File: src/design/prt_pkg.sv
// Shared constants, types and helper functions for the pattern-unlocked timekeeper
package prt_pkg;
    // Bus and key geometry
    localparam logic [63:0] KEY          = 64'h5CA3_3AC5_5CA3_3AC5;
    localparam logic [5:0]  LAST_BIT     = 6'h3F;
    localparam logic [2:0]  LAST_IN_BYTE = 3'h7;

    // Register indexes inside the 64-bit image
    localparam logic [2:0] R_HUND = 3'h0;
    localparam logic [2:0] R_SEC  = 3'h1;
    localparam logic [2:0] R_MIN  = 3'h2;
    localparam logic [2:0] R_HOUR = 3'h3;
    localparam logic [2:0] R_DAY  = 3'h4;
    localparam logic [2:0] R_DATE = 3'h5;
    localparam logic [2:0] R_MON  = 3'h6;
    localparam logic [2:0] R_YEAR = 3'h7;
    localparam int         N_REGS = 8;

    // Field positions
    localparam int HR_FMT_BIT     = 7;
    localparam int HR_PM_BIT      = 5;
    localparam int DAY_RSTIGN_BIT = 4;
    localparam int DAY_OSCOFF_BIT = 5;

    // Reset image (reg7..reg0) and writable-bit masks
    localparam logic [63:0] TM_RST    = 64'h0001_0121_0000_0000;
    localparam logic [63:0] ZERO_MASK = 64'hFF1F_3F37_BF7F_7FFF;

    // BCD limits
    localparam logic [7:0] BCD_01  = 8'h01;
    localparam logic [7:0] BCD_59  = 8'h59;
    localparam logic [7:0] BCD_99  = 8'h99;
    localparam logic [7:0] BCD_DEC = 8'h12;
    localparam logic [5:0] BCD_23  = 6'h23;
    localparam logic [4:0] BCD_11  = 5'h11;
    localparam logic [4:0] BCD_12  = 5'h12;
    localparam logic [4:0] H12_ONE = 5'h01;
    localparam logic [2:0] DOW_1   = 3'h1;
    localparam logic [2:0] DOW_7   = 3'h7;

    // Timing: hundredths tick from the 50 MHz system clock
    localparam int unsigned CLK_PERIOD_NS  = 20;
    localparam int unsigned TICK_PERIOD_NS = 10_000_000;
    localparam int unsigned TICK_CYCLES    = TICK_PERIOD_NS / CLK_PERIOD_NS;

    typedef enum logic [1:0] {ST_LOCKED, ST_MATCH, ST_MISS, ST_XFER} prt_state_t;

    typedef struct packed {
        logic rd;
        logic wr;
        logic din;
    } prt_cyc_t;

    function automatic logic [7:0] bcd_inc(input logic [7:0] x);
        if (x[3:0] == 4'h9)
            bcd_inc = {4'(x[7:4] + 4'h1), 4'h0};
        else
            bcd_inc = 8'(x + 8'h01);
    endfunction

    function automatic logic is_leap(input logic [7:0] y);
        if (y[4])
            is_leap = (y[3:0] == 4'h2) || (y[3:0] == 4'h6);
        else
            is_leap = (y[3:0] == 4'h0) || (y[3:0] == 4'h4) || (y[3:0] == 4'h8);
    endfunction

    function automatic logic [7:0] month_len(input logic [7:0] m, input logic leap);
        unique case (m)
            8'h02:                      month_len = leap ? 8'h29 : 8'h28;
            8'h04, 8'h06, 8'h09, 8'h11: month_len = 8'h30;
            default:                    month_len = 8'h31;
        endcase
    endfunction
endpackage

File: src/design/prt_tick.sv
// Hundredths-of-a-second tick divider
`timescale 1ns/1ps
module prt_tick #(
    parameter int unsigned CYCLES = prt_pkg::TICK_CYCLES
) (
    input  wire logic sys_clk, // System clock
    input  wire logic rstn,    // Synchronous reset, active low
    input  wire logic clk_en,  // Freezes state while low
    input  wire logic run,     // Oscillator running
    output logic      tick     // One pulse per hundredth
);
    localparam int unsigned W = $clog2(CYCLES + 1);

    logic [W-1:0] cnt_q;
    wire  logic   wrap;

    assign wrap = (cnt_q == W'(CYCLES - 1));

    // A stopped oscillator also restarts the divider from zero
    always_ff @(posedge sys_clk) begin
        if (!rstn) begin
            cnt_q <= '0;
            tick  <= 1'b0;
        end else if (clk_en) begin
            tick  <= run && wrap;
            cnt_q <= (!run || wrap) ? '0 : W'(cnt_q + 1'b1);
        end
    end
endmodule

File: src/design/prt_cycle.sv
// Bus cycle detector: one event per select cycle with a strobe, at its trailing edge
`timescale 1ns/1ps
module prt_cycle (
    input  wire logic         sys_clk,     // System clock
    input  wire logic         rstn,        // Synchronous reset, active low
    input  wire logic         clk_en,      // Freezes state while low
    input  wire logic         select_in_n, // Device select, active low
    input  wire logic         read_n,      // Read strobe, active low
    input  wire logic         write_n,     // Write strobe, active low
    input  wire logic         data_in,     // Serial data input
    output prt_pkg::prt_cyc_t cyc          // Cycle event, one-cycle pulse
);
    logic sel_q;
    logic rd_q;
    logic wr_q;
    logic din_q;
    wire  logic ends;

    // RULE24 - trailing select edge
    // RULE10 - unselected cycles unseen
    assign ends    = clk_en && !sel_q && select_in_n;
    assign cyc.wr  = ends && !wr_q;
    assign cyc.rd  = ends && wr_q && !rd_q;
    assign cyc.din = din_q;

    always_ff @(posedge sys_clk) begin
        if (!rstn) begin
            sel_q <= 1'b1;
            rd_q  <= 1'b1;
            wr_q  <= 1'b1;
            din_q <= 1'b0;
        end else if (clk_en) begin
            sel_q <= select_in_n;
            rd_q  <= read_n;
            wr_q  <= write_n;
            din_q <= data_in;
        end
    end
endmodule

File: src/design/prt_rtc.sv
// Pattern-unlocked serial timekeeper placed in series with a memory select
`timescale 1ns/1ps

// How it works
// RULE1 - Before full key recognition, memory select output follows select input.
// RULE2 - A read cycle starts recognition, pointer at first key bit.
// RULE3 - Each write compares data bit with key bit; match advances pointer.
// RULE4 - A mismatch holds the pointer; later writes of that attempt ignored.
// RULE5 - A read during recognition aborts and returns pointer to start.
// RULE6 - Key is C5 3A A3 5C twice, sixty-four write cycles.
// RULE7 - Key bytes are sent least significant bit first.
// RULE8 - After unlock, 64 cycles transfer bits: writes take, reads drive.
// RULE9 - Memory select output held high during the 64 transfer cycles.
// RULE10 - Cycles without select asserted disturb neither recognition nor transfer.
// RULE11 - Eight 8-bit registers, register 0 bit 0 through register 7 bit 7.
// RULE12 - Time registers hold and report BCD values.
// RULE13 - Host writes registers only as whole bytes.
// RULE14 - Hours bit 7 high selects 12-hour mode, low 24-hour.
// RULE15 - Hours bit 5 is afternoon flag in 12h, tens bit in 24h.
// RULE16 - Day bit 4 low lets abort pin end a transfer, time untouched.
// RULE17 - Abort pin acts whatever select and strobes are doing.
// RULE18 - Day bit 5 low runs oscillator and counters; high stops them.
// RULE19 - Unused bits in registers 1 to 6 read zero, writes accepted.
// RULE20 - Counts hundredths to year, short months and leap years handled.
// RULE21 - Power fail aborts transfer, time untouched, access refused until recovery.
// RULE22 - RAM mode: select passes through, forced high on power fail.
// RULE23 - ROM mode: memory select forced low on power fail.
// RULE24 - Each access counts once at select trailing edge with a strobe.
module prt_rtc #(
    parameter int unsigned TICK_CYCLES = prt_pkg::TICK_CYCLES
) (
    input  wire logic sys_clk,             // System clock, 50 MHz
    input  wire logic rstn,                // Synchronous reset, active low
    input  wire logic clk_en,              // Freezes all state while low
    input  wire logic select_in_n,         // Device select, active low
    input  wire logic read_n,              // Read strobe, active low
    input  wire logic write_n,             // Write strobe, active low
    input  wire logic data_in,             // Serial data input
    input  wire logic abort_n,             // Abort pin, active low
    input  wire logic rom_mode,            // Memory-type select, high for ROM
    input  wire logic below_trip_level,    // Main supply under trip level
    output logic      memory_select_out_n, // Memory select, active low
    output logic      data_out,            // Serial data output
    output logic      data_out_oe          // Data output drive enable
);
    prt_pkg::prt_state_t st_q;
    prt_pkg::prt_state_t st_d;
    logic [5:0]          ptr_q;
    logic [5:0]          ptr_d;
    logic [63:0]         shad_q;
    logic [63:0]         shad_nx;
    logic                wr_any_q;
    logic [7:0]          tm_q [prt_pkg::N_REGS];
    logic [7:0]          tm_d [prt_pkg::N_REGS];
    logic [63:0]         tm_img;
    prt_pkg::prt_cyc_t   cyc;
    wire  logic          tick;
    wire  logic          osc_run;
    wire  logic          abort;
    wire  logic          key_ok;
    wire  logic          unlock;
    wire  logic          xfer_step;
    wire  logic          commit;
    wire  logic [7:0]    commit_byte;
    wire  logic [7:0]    commit_mask;

    prt_cycle u_cycle (
        .sys_clk     (sys_clk),
        .rstn        (rstn),
        .clk_en      (clk_en),
        .select_in_n (select_in_n),
        .read_n      (read_n),
        .write_n     (write_n),
        .data_in     (data_in),
        .cyc         (cyc)
    );

    // RULE18 - oscillator enable bit
    assign osc_run = !tm_q[prt_pkg::R_DAY][prt_pkg::DAY_OSCOFF_BIT];

    prt_tick #(.CYCLES(TICK_CYCLES)) u_tick (
        .sys_clk (sys_clk),
        .rstn    (rstn),
        .clk_en  (clk_en),
        .run     (osc_run),
        .tick    (tick)
    );

    // RULE16 - gated abort pin
    // RULE17 - independent of strobes
    // RULE21 - power fail aborts
    assign abort = (!abort_n && !tm_q[prt_pkg::R_DAY][prt_pkg::DAY_RSTIGN_BIT])
                   || below_trip_level;

    // RULE6 - key bit lookup
    // RULE7 - LSB first within byte
    assign key_ok    = (cyc.din == prt_pkg::KEY[ptr_q]);
    assign unlock    = (st_q == prt_pkg::ST_MATCH) && cyc.wr && key_ok
                       && (ptr_q == prt_pkg::LAST_BIT) && !abort;
    assign xfer_step = (st_q == prt_pkg::ST_XFER) && (cyc.rd || cyc.wr) && !abort;

    // RULE13 - whole bytes commit
    assign commit      = xfer_step && (ptr_q[2:0] == prt_pkg::LAST_IN_BYTE)
                         && (wr_any_q || cyc.wr);
    assign commit_byte = shad_nx[{ptr_q[5:3], 3'h0} +: 8];
    assign commit_mask = prt_pkg::ZERO_MASK[{ptr_q[5:3], 3'h0} +: 8];

    always_comb begin
        shad_nx = shad_q;
        if (cyc.wr)
            shad_nx[ptr_q] = cyc.din;
    end

    always_comb begin
        for (int i = 0; i < prt_pkg::N_REGS; i++)
            tm_img[i*8 +: 8] = tm_q[i];
    end

    // Recognition and transfer sequencer
    always_comb begin
        st_d  = st_q;
        ptr_d = ptr_q;
        if (abort) begin
            st_d  = prt_pkg::ST_LOCKED;
            ptr_d = '0;
        end else begin
            unique case (st_q)
                // RULE2 - read arms recognition
                prt_pkg::ST_LOCKED, prt_pkg::ST_MISS: begin
                    if (cyc.rd) begin
                        st_d  = prt_pkg::ST_MATCH;
                        ptr_d = '0;
                    end
                end
                prt_pkg::ST_MATCH: begin
                    // RULE5 - read restarts attempt
                    if (cyc.rd) begin
                        ptr_d = '0;
                    end else if (cyc.wr) begin
                        // RULE3 - compare and advance
                        // RULE4 - mismatch holds pointer
                        if (!key_ok) begin
                            st_d = prt_pkg::ST_MISS;
                        end else if (ptr_q == prt_pkg::LAST_BIT) begin
                            st_d  = prt_pkg::ST_XFER;
                            ptr_d = '0;
                        end else begin
                            ptr_d = 6'(ptr_q + 1'b1);
                        end
                    end
                end
                // RULE8 - one bit per cycle
                // RULE11 - reg 0 bit 0 upward
                prt_pkg::ST_XFER: begin
                    if (cyc.rd || cyc.wr) begin
                        ptr_d = 6'(ptr_q + 1'b1);
                        if (ptr_q == prt_pkg::LAST_BIT)
                            st_d = prt_pkg::ST_LOCKED;
                    end
                end
            endcase
        end
    end

    // RULE20 - calendar counting chain
    always_comb begin
        logic       c;
        logic [4:0] hr;
        logic       pm;
        logic [7:0] mon;
        c   = tick && osc_run;
        hr  = tm_q[prt_pkg::R_HOUR][4:0];
        pm  = tm_q[prt_pkg::R_HOUR][prt_pkg::HR_PM_BIT];
        mon = tm_q[prt_pkg::R_MON];
        for (int i = 0; i < prt_pkg::N_REGS; i++)
            tm_d[i] = tm_q[i];
        // RULE12 - BCD arithmetic
        if (c) begin
            c = (tm_q[prt_pkg::R_HUND] == prt_pkg::BCD_99);
            tm_d[prt_pkg::R_HUND] = c ? '0 : prt_pkg::bcd_inc(tm_q[prt_pkg::R_HUND]);
        end
        if (c) begin
            c = (tm_q[prt_pkg::R_SEC] == prt_pkg::BCD_59);
            tm_d[prt_pkg::R_SEC] = c ? '0 : prt_pkg::bcd_inc(tm_q[prt_pkg::R_SEC]);
        end
        if (c) begin
            c = (tm_q[prt_pkg::R_MIN] == prt_pkg::BCD_59);
            tm_d[prt_pkg::R_MIN] = c ? '0 : prt_pkg::bcd_inc(tm_q[prt_pkg::R_MIN]);
        end
        if (c) begin
            // RULE14 - format select
            // RULE15 - afternoon or tens bit
            if (tm_q[prt_pkg::R_HOUR][prt_pkg::HR_FMT_BIT]) begin
                c = (hr == prt_pkg::BCD_11) && pm;
                if (hr == prt_pkg::BCD_11)
                    pm = !pm;
                hr = (hr == prt_pkg::BCD_12) ? prt_pkg::H12_ONE
                                             : 5'(prt_pkg::bcd_inc({3'h0, hr}));
                tm_d[prt_pkg::R_HOUR] = {tm_q[prt_pkg::R_HOUR][7:6], pm, hr};
            end else begin
                c = (tm_q[prt_pkg::R_HOUR][5:0] == prt_pkg::BCD_23);
                tm_d[prt_pkg::R_HOUR] = {tm_q[prt_pkg::R_HOUR][7:6],
                    c ? 6'h00 : 6'(prt_pkg::bcd_inc({2'h0, tm_q[prt_pkg::R_HOUR][5:0]}))};
            end
        end
        if (c) begin
            tm_d[prt_pkg::R_DAY][2:0] = (tm_q[prt_pkg::R_DAY][2:0] == prt_pkg::DOW_7)
                ? prt_pkg::DOW_1 : 3'(tm_q[prt_pkg::R_DAY][2:0] + 1'b1);
            c = (tm_q[prt_pkg::R_DATE] ==
                 prt_pkg::month_len(mon, prt_pkg::is_leap(tm_q[prt_pkg::R_YEAR])));
            tm_d[prt_pkg::R_DATE] = c ? prt_pkg::BCD_01
                                      : prt_pkg::bcd_inc(tm_q[prt_pkg::R_DATE]);
        end
        if (c) begin
            c = (mon == prt_pkg::BCD_DEC);
            tm_d[prt_pkg::R_MON] = c ? prt_pkg::BCD_01 : prt_pkg::bcd_inc(mon);
        end
        if (c) begin
            tm_d[prt_pkg::R_YEAR] = (tm_q[prt_pkg::R_YEAR] == prt_pkg::BCD_99)
                ? '0 : prt_pkg::bcd_inc(tm_q[prt_pkg::R_YEAR]);
        end
        // RULE19 - zero bits dropped on write
        if (commit)
            tm_d[ptr_q[5:3]] = commit_byte & commit_mask;
    end

    always_ff @(posedge sys_clk) begin
        if (!rstn) begin
            st_q     <= prt_pkg::ST_LOCKED;
            ptr_q    <= '0;
            shad_q   <= '0;
            wr_any_q <= 1'b0;
            for (int i = 0; i < prt_pkg::N_REGS; i++)
                tm_q[i] <= prt_pkg::TM_RST[i*8 +: 8];
        end else if (clk_en) begin
            st_q  <= st_d;
            ptr_q <= ptr_d;
            for (int i = 0; i < prt_pkg::N_REGS; i++)
                tm_q[i] <= tm_d[i];
            // Snapshot keeps the read image coherent while the clock ticks
            if (unlock)
                shad_q <= tm_img;
            else if (xfer_step)
                shad_q <= shad_nx;
            if (unlock || commit)
                wr_any_q <= 1'b0;
            else if (xfer_step && cyc.wr)
                wr_any_q <= 1'b1;
        end
    end

    // Output stage, all registered
    always_ff @(posedge sys_clk) begin
        if (!rstn) begin
            memory_select_out_n <= 1'b1;
            data_out            <= 1'b0;
            data_out_oe         <= 1'b0;
        end else if (clk_en) begin
            // RULE22 - RAM mode protect
            // RULE23 - ROM mode forced low
            // RULE9 - memory off during transfer
            // RULE1 - pass-through otherwise
            if (below_trip_level)
                memory_select_out_n <= !rom_mode;
            else if (st_q == prt_pkg::ST_XFER)
                memory_select_out_n <= 1'b1;
            else
                memory_select_out_n <= select_in_n;
            // RULE8 - read drives image bit
            data_out    <= shad_q[ptr_q];
            data_out_oe <= (st_q == prt_pkg::ST_XFER) && !select_in_n && !read_n
                           && write_n && !abort;
        end
    end

    property p_pass;
        @(posedge sys_clk) disable iff (!rstn)
        (clk_en && st_q != prt_pkg::ST_XFER && !below_trip_level)
        |=> (memory_select_out_n == $past(select_in_n));
    endproperty
    a_pass: assert property (p_pass) else $error("select not passed through"); // RULE1

    property p_arm;
        @(posedge sys_clk) disable iff (!rstn)
        (cyc.rd && !abort && st_q != prt_pkg::ST_XFER)
        |=> (st_q == prt_pkg::ST_MATCH) && (ptr_q == '0);
    endproperty
    a_arm: assert property (p_arm) else $error("read did not arm pointer"); // RULE2

    property p_adv;
        @(posedge sys_clk) disable iff (!rstn)
        (st_q == prt_pkg::ST_MATCH && cyc.wr && key_ok && !abort
         && ptr_q != prt_pkg::LAST_BIT)
        |=> (ptr_q == 6'($past(ptr_q) + 1'b1)) && (st_q == prt_pkg::ST_MATCH);
    endproperty
    a_adv: assert property (p_adv) else $error("pointer did not advance"); // RULE3

    property p_miss;
        @(posedge sys_clk) disable iff (!rstn)
        (st_q == prt_pkg::ST_MISS && cyc.wr && !abort)
        |=> (st_q == prt_pkg::ST_MISS) && $stable(ptr_q);
    endproperty
    a_miss: assert property (p_miss) else $error("write after mismatch acted"); // RULE4

    property p_unlock;
        @(posedge sys_clk) disable iff (!rstn)
        unlock |=> (st_q == prt_pkg::ST_XFER) && (ptr_q == '0)
                   && (shad_q == $past(tm_img));
    endproperty
    a_unlock: assert property (p_unlock) else $error("unlock not taken"); // RULE6

    property p_hold_hi;
        @(posedge sys_clk) disable iff (!rstn)
        (clk_en && st_q == prt_pkg::ST_XFER && !below_trip_level)
        |=> memory_select_out_n;
    endproperty
    a_hold_hi: assert property (p_hold_hi) else $error("memory enabled in transfer"); // RULE9

    property p_step;
        @(posedge sys_clk) disable iff (!rstn)
        (xfer_step && ptr_q != prt_pkg::LAST_BIT)
        |=> (ptr_q == 6'($past(ptr_q) + 1'b1)) && (st_q == prt_pkg::ST_XFER);
    endproperty
    a_step: assert property (p_step) else $error("transfer bit not stepped"); // RULE11

    property p_abort;
        @(posedge sys_clk) disable iff (!rstn)
        (clk_en && abort)
        |=> (st_q == prt_pkg::ST_LOCKED) && !data_out_oe
            && ($past(tick) || (tm_img == $past(tm_img)));
    endproperty
    a_abort: assert property (p_abort) else $error("abort did not end transfer"); // RULE16

    property p_pf;
        @(posedge sys_clk) disable iff (!rstn)
        (clk_en && below_trip_level) |=> (memory_select_out_n == !$past(rom_mode));
    endproperty
    a_pf: assert property (p_pf) else $error("wrong select on power fail"); // RULE22

    property p_zero;
        @(posedge sys_clk) disable iff (!rstn)
        ((tm_q[prt_pkg::R_HOUR] & ~prt_pkg::ZERO_MASK[31:24]) == 8'h00)
        && ((tm_q[prt_pkg::R_DAY] & ~prt_pkg::ZERO_MASK[39:32]) == 8'h00);
    endproperty
    a_zero: assert property (p_zero) else $error("unused bit set"); // RULE19
endmodule

File: config.mk
export PLATFORM = sky130hd
export DESIGN_NAME = prt_rtc
export DESIGN_NICKNAME = d
export VERILOG_FILES = /design/src/design/prt_pkg.sv /design/src/design/prt_tick.sv /design/src/design/prt_cycle.sv /design/src/design/prt_rtc.sv
export SDC_FILE = /design/constraint.sdc
export NUM_CORES = 1
export LEC_CHECK = 0
export BUFFER_PORTS_ARGS = -buffer_cell sky130_fd_sc_hd__clkbuf_2
export CAP_MARGIN = 5
export CORE_AREA = 2 2 162 164
export DETAILED_ROUTE_END_ITERATION = 16
export DIE_AREA = 0 0 164 166
export GPL_TIMING_DRIVEN = 0
export HOLD_SLACK_MARGIN = 0.03
export PLACE_DENSITY = 0.67
export SETUP_SLACK_MARGIN = 0.4
export SLEW_MARGIN = 15
export SYNTH_ARGS = -nofsm -noshare
export SYNTH_HDL_FRONTEND = slang
export SYNTH_SLANG_ARGS = --single-unit
File: constraint.sdc
create_clock -name sys_clk -period 3.51 [get_ports sys_clk]
set_input_delay 0.1755 -clock sys_clk [delete_from_list [all_inputs] [get_ports sys_clk]]
set_output_delay 0.1755 -clock sys_clk [all_outputs]
set_load 0.05 [all_outputs]
==> out/qor.yml, run 1 <==
run_status:
  status: "completed"
grt:
  grt_max_degree: 51
  antenna_found_initial: 1
  grt_pass1_wl_mm: 70.3
  grt_pass1_vias: 11300
  grt_use_total_pct: 34.3
  grt-ovfl-total: 0
worst_setup_path:
  cp_common_cell: "and3_1"
  cp_max_fo: 10
  required_ns: 3.71
  start_kind: "flop"
  worstPathArrival_ns: 3.31
  crit_path_top_delay_cell: "edfxtp_1"
  worstSetupPathType: "reg -> reg"
  path_cells: "o21ba_2 > and3_1 > clkbuf_1 > and3_1 > clkbuf_2 > nand2_1 > nand2_1 > nor3_1 > and3_1 > a211o_1"
  end_kind: "flop"
  cp_slowest_stage_delay_ns: 0.53
synth:
  synth_fa_ha_area_share_pct: 3.28
  synth_nets: 1559
  ys_async_sr_fraction_pct: 0
  synth.area.mux_share_pct: 7.69
  ys.flop_type: "dfxtp_1"
  synth_top_area_cell: "dfxtp_1"
  ys_ff_latch: 165
  yosys-top-cells-area: "dfxtp_1, edfxtp_1, nor2_1"
  synth_top_family_by_area: "simple AND/OR/NAND/NOR gates"
  yosysWarnings: 0
  synth_top_area_share_pct: 17.1
  synth-simple-area-share_pct: 25.1
  seq_area_frac_synth_pct: 33.4
  synthXorXnorAreaFrac_pct: 3.04
  syn-cell-area_um2: 11800
  synth_edf_count: 64
  synth_cell_types: 85
  avgSynthCellArea_um2: 7.79
  synth_compound_area_share_pct: 22.8
  netlist_instances: 1518
timing:
  whs_ns: 0.100
  setup_viol: 0
  hold_viol_final: 0
  fmax_mhz: 322
  rsz0062_at_grt: "true"
  postLayoutSetupSlackWorst_ns: 0.401
  fin_crit_ns: 3.11
  slew_viol_final: 0
  worst_pin_slew_ns: 0.932
  timing.final.crit_share_pct: 88.6
  finalClockSkew_ns: 0.00960
  relSlewSlack_pct: 37.9
  tns_ns: 0
power_and_ir_drop:
  total_power_mw: 4.49
  power_density_nw_per_um2: 336
  p_leak_nw: 4.83
  ir_worst_vdd_mv: 0.239
floorplanning:
  die_w_um: 164
  die_y_um: 166
  coreArea_um2: 25600
  dieArea_um2: 27200
  start_util_pct: 46.2
  rows: 59
  io_pins: 13
final_layout:
  area_delta_synth_final_pct: 12.9
  design_area_um2: 13400
  multiInputGateArea_um2: 7470
  fillers: 2482
  layout.cells.most_common_list: "nor2_1, nand2_1, a21oi_1"
  drive_above_1_share_pct: 10.3
  ff_latch_area_um2: 3940
  layout_commonest_cell: "nor2_1"
  antenna_cells: 0
  layout.cells.non_filler: 1929
  nets: 1622
  final_core_util_pct: 52.1
route:
  vias_per_cell: 6.56
  drtAntennaViolNets: 0
  vias: 12600
  wl_per_cell_um: 24.5
  totalWireLength_mm: 47.3
  drt_iter0_drc: 1618
  post-route-drc-count: 0
  dr.pass1.iters: 6
clock_network:
  cts.sink_count: 165
  clk_path_buf_depth: 2
  root_buffer: "clkbuf_16"
  numCtsBuffers: 17
  clkTransAtPathRegs_ns: 0.07
  cts_tree: "built"
  insertion_delay_ns: 0.45
  htreeDepth: 4
placed_design:
  place.gp.congestion: 1.08
  portBuffers: 11
  dpl_worst_slack_ns: -0.557
  hpwl_mm: 34.4
  placed_cell_area_um2: 12400
  placed_cells: 1870
min_path:
  worstHoldPathType: "in -> reg"
run:
  max-cap-violations: 0
[layer usage]
layer  vias up  global-route usage (%)  wire (um)
li1       5681                       -          -
met1      6017                    47.1      19100
met2       781                    50.6      20400
met3       167                    7.59       5150
met4         0                    17.4       2580
met5         -                       0          0
[flip-flops by register name, indices dropped and copies added, names as in the netlist, 2 cells and up, named ones only]
register,flops
ptr_q,6
u_tick.cnt_q,19
st_q,2
shad_q,64
tm_q,64
[worst paths after layout]
check	startpoint	endpoint	slack, ns	depth (start not counted)
worst min register to register	data_out_oe	data_out_oe	0.48	2
worst max register to register	tm_q[1][4]	tm_q[1][28]	0.40	10
worst max-delay path	tm_q[1][4]	tm_q[1][28]	0.40	10
worst min-delay path	rom_mode	memory_select_out_n	0.10	4
[cell families after synthesis]
family | after synthesis
buffers and inverters | 138
flip-flops | 165
XOR/XNOR | 41
adder cells (fa/ha/maj) | 31
multiplexers | 82
AO/OA/AOI/OAI | 412
AND/OR/NAND/NOR | 649
[synth_stat cells (all sizes together) (6+ instances only)]
cell    instances
a211oi         71
a21oi         127
a221oi         10
a22oi          16
a311oi         29
a31oi          18
and2           15
and3           21
and3b          10
buf            22
clkbuf         94
dfxtp         101
edfxtp         64
ha             31
inv            22
mux2           11
mux2i          65
mux4            6
nand2         171
nand2b          6
nand3          64
nand4          14
nor2          260
nor2b          16
nor3           34
nor3b           8
o211ai          6
o21ai          68
o22ai          10
or3             6
xnor2          20
xor2           21
[what timing repair did]
action	CTS	global route
hold buffers	4	0
pin swaps	0	5
gates resized for setup	29	35
hold endpoints to repair	4	0
endpoints found under the setup margin	108	68
setup buffers	2	21
[power by group]
part / internal, mW / switching, mW
registers: 2.05 / 0.0696
clock network: 0.987 / 0.956
logic: 0.152 / 0.280
[worst max-delay path: cells and delay by family (launching register included)]
family          cells  cell delay [ns]
buf+inv             2             0.67
flops               1             0.53
simple gates        6             1.18
compound gates      2             0.49
[layout make-up]
| class | instances | share of cell area (%) |
|---|---|---|
| multi-input combinational | 1215 | 55.9 |
| tap | 335 | 3.14 |
| clock buffer | 18 | 3.37 |
| clock inverter | 14 | 1.01 |
| buffer | 116 | 3.81 |
| timing repair buffer | 44 | 2.55 |
| inverter | 22 | 0.637 |
| sequential | 165 | 29.5 |
No activity file was read; power rests on OpenSTA's default activity.
==> run 2, diff against run 1 <==
RECOVER_POWER = 50   (was unset)
==> run 2 against run 1 <==
  * Non-clock buffer count did not move
  * Register-to-register slack got worse by 0.21 ns
  * Sequential power is essentially flat
  * Wire length down 0.14%
  * Sequential share of layout area barely moved
  * Global-route usage stayed put
  * Critical path type unchanged
  * Highest routed layer unchanged
==> out/qor.yml, run 2 (same netlist as run 1, synthesis figures left out) <==
worst_setup_path:
  end_kind: "flop"
  cp_common_cell: "clkbuf_1"
  worstSetupPathType: "reg -> reg"
  worstPathArrival_ns: 3.63  # +0.32 ns
  cp_slowest_stage_delay_ns: 0.65  # +0.12 ns
  critical_path.top_delay_family: "buffers and inverters"
  cp_max_fo: 10  # unchanged
  required_ns: 3.82  # +0.11 ns
  ff2ff_path_depth: 9  # -1
  r2r_slack_ns: 0.19  # -0.21 ns
  cp.depth: 9  # -1
  start_kind: "flop"
  crit_path_top_delay_cell: "clkbuf_1"
  path_cells: "o21ba_1 > and2_0 > nand4_1 > a21boi_0 > clkbuf_1 > clkbuf_1 > a211oi_1 > a21oi_1 > nor2_1"
  crit_buf_inv: 2  # unchanged
floorplanning:
  start_util_pct: 46.2  # unchanged
  die_y_um: 166  # unchanged
  die_w_um: 164  # unchanged
  io_pins: 13  # unchanged
  dieArea_um2: 27200  # unchanged
  coreArea_um2: 25600  # unchanged
  rows: 59  # unchanged
grt:
  grt_use_total_pct: 34.3  # unchanged
  grt-ovfl-total: 0  # unchanged
  antenna_found_initial: 1  # unchanged
  grt_max_degree: 51  # unchanged
  grt_pass1_wl_mm: 70.3  # unchanged
  grt_pass1_vias: 11300  # unchanged
final_layout:
  area_delta_synth_final_pct: 12.8
  drive_above_1_share_pct: 9.72  # -0.56 points
  top_regs: "shad_q x64, tm_q x64, u_tick.cnt_q x19"
  antenna_cells: 0  # unchanged
  layout.cells.most_common_list: "nor2_1, nand2_1, a21oi_1"
  layout_commonest_cell: "nor2_1"
  design_area_um2: 13300  # -0.11%
  nets: 1622  # unchanged
run_status:
  status: "completed"
power_and_ir_drop:
  p_leak_nw: 4.81  # -0.43%
  ir_worst_vdd_mv: 0.239  # -0.18%
  power_density_nw_per_um2: 337  # about the same
route:
  drt_iter0_drc: 1719  # +6.2%
  totalWireLength_mm: 47.2  # -0.14%
  drtAntennaViolNets: 0  # unchanged
  vias: 12600  # -0.13%
  post-route-drc-count: 0  # unchanged
  dr.pass1.iters: 6  # unchanged
  vias_per_cell: 6.55  # -0.13%
  wl_per_cell_um: 24.5  # -0.14%
placed_design:
  placed_cell_area_um2: 12400  # unchanged
  place.gp.congestion: 1.08  # unchanged
  hpwl_mm: 34.4  # unchanged
  portBuffers: 11  # unchanged
timing:
  fmax_mhz: 302  # -6.2%
  relSlewSlack_pct: 34.0  # -3.9 points
  fin_crit_ns: 3.32  # +0.206 ns
  worst_pin_slew_ns: 0.991  # +0.0592 ns
  rsz0062_at_grt: "true"
  timing.final.crit_share_pct: 94.4  # +5.9 points
  finalClockSkew_ns: 0.00828  # -0.00132 ns
  tns_ns: 0  # unchanged
  slew_viol_final: 0  # unchanged
  setup_viol: 0  # unchanged
  hold_viol_final: 0  # unchanged
clock_network:
  insertion_delay_ns: 0.45  # about the same
  clkTransAtPathRegs_ns: 0.07  # about the same
  root_buffer: "clkbuf_16"
  numCtsBuffers: 17  # unchanged
  cts_tree: "built"
  clk_path_buf_depth: 2  # unchanged
  cts.sink_count: 165  # unchanged
  htreeDepth: 4  # unchanged
min_path:
  worstHoldPathType: "in -> reg"
  min_path_cells: 4  # unchanged
run:
  max-cap-violations: 0  # unchanged
==> run 2: cell count changes in the layout (fill, tap and decap cells not counted) <==
| cell | delta |
|---|---|
| o21ba_2 | -1 |
| and2_0 | +1 |
| clkbuf_1 | +7 |
| inv_4 | -1 |
| nand3_1 | +1 |
| clkinvlp_2 | +1 |
| o21ba_1 | +1 |
| clkbuf_2 | -7 |
| and2_1 | -1 |
| nand3_2 | -1 |
==> run 2: final timing paths <==
| check | start | endpoint |
|---|---|---|
| hold reg to reg | data_out_oe | data_out_oe |
| setup reg to reg | tm_q[1][4] | shad_q[48] |
| setup / recovery | tm_q[1][4] | shad_q[48] |
| hold / removal | rom_mode | memory_select_out_n |
==> run 2: final cells by class <==
cell class | count | area (um2)
Fill cell | 2485 | 12300
Clock buffer | 18 | 450
Sequential cell | 165 | 3940
Multi-Input combinational cell | 1215 | 7460
Timing Repair Buffer | 44 | 335
Tap cell | 335 | 419
Clock inverter | 14 | 135
Buffer | 116 | 505
Inverter | 22 | 83.8
==> run 2: metal layers <==
metal	routed length [um]	share of wire [%]	vias up	track usage, %
met4	2670	5.7	0	17.4
met1	19200	41	5995	47.1
met2	20400	43	786	50.6
met3	4990	11	180	7.59
li1	-	-	5669	-
met5	0	0	-	0
==> run 2: power by group <==
part           internal [mW]  switching (mW)  total [mW]
clock                  0.987           0.956        1.94
combinational          0.151           0.279       0.430
sequential              2.05          0.0696        2.12
total                   3.18            1.30        4.49
==> run 2: worst register-to-register path: stages (launching register included) <==
cell and delay, ns:
edfxtp_1 0.54, o21ba_1 0.28, and2_0 0.23, nand4_1 0.29, a21boi_0 0.35, clkbuf_1 0.65, clkbuf_1 0.52, a211oi_1 0.11
a21oi_1 0.16, nor2_1 0.06
==> run 2: through the flow <==
step / total power [mW] / util [%] / setup slack (ns) / hold slack [ns] / std cells
2_1_floorplan: 2.40 / - / 0.652 / 0.304 / 1518
5_1_grt: 4.61 / 52.1 / 0.185 / 0.160 / 1929
4_1_cts: 4.45 / 51.2 / 0.355 / 0.0985 / 1908
3_3_place_gp: 2.53 / 48.0 / -1.26 / 0.420 / 1864
6_report: 4.49 / 52.1 / 0.195 / 0.100 / 1929
3_5_place_dp: 2.54 / 48.4 / -0.557 / 0.430 / 1870
==> run 2: repair_timing <==
action                                 in CTS  in global routing
endpoints found under the hold margin       4                  0
hold buffers                                4                  0
setup endpoints to repair                 108                 68
gates resized for setup                    29                 35
pin swaps                                   0                  5
gates cloned                                0                  0
setup buffers                               2                 21
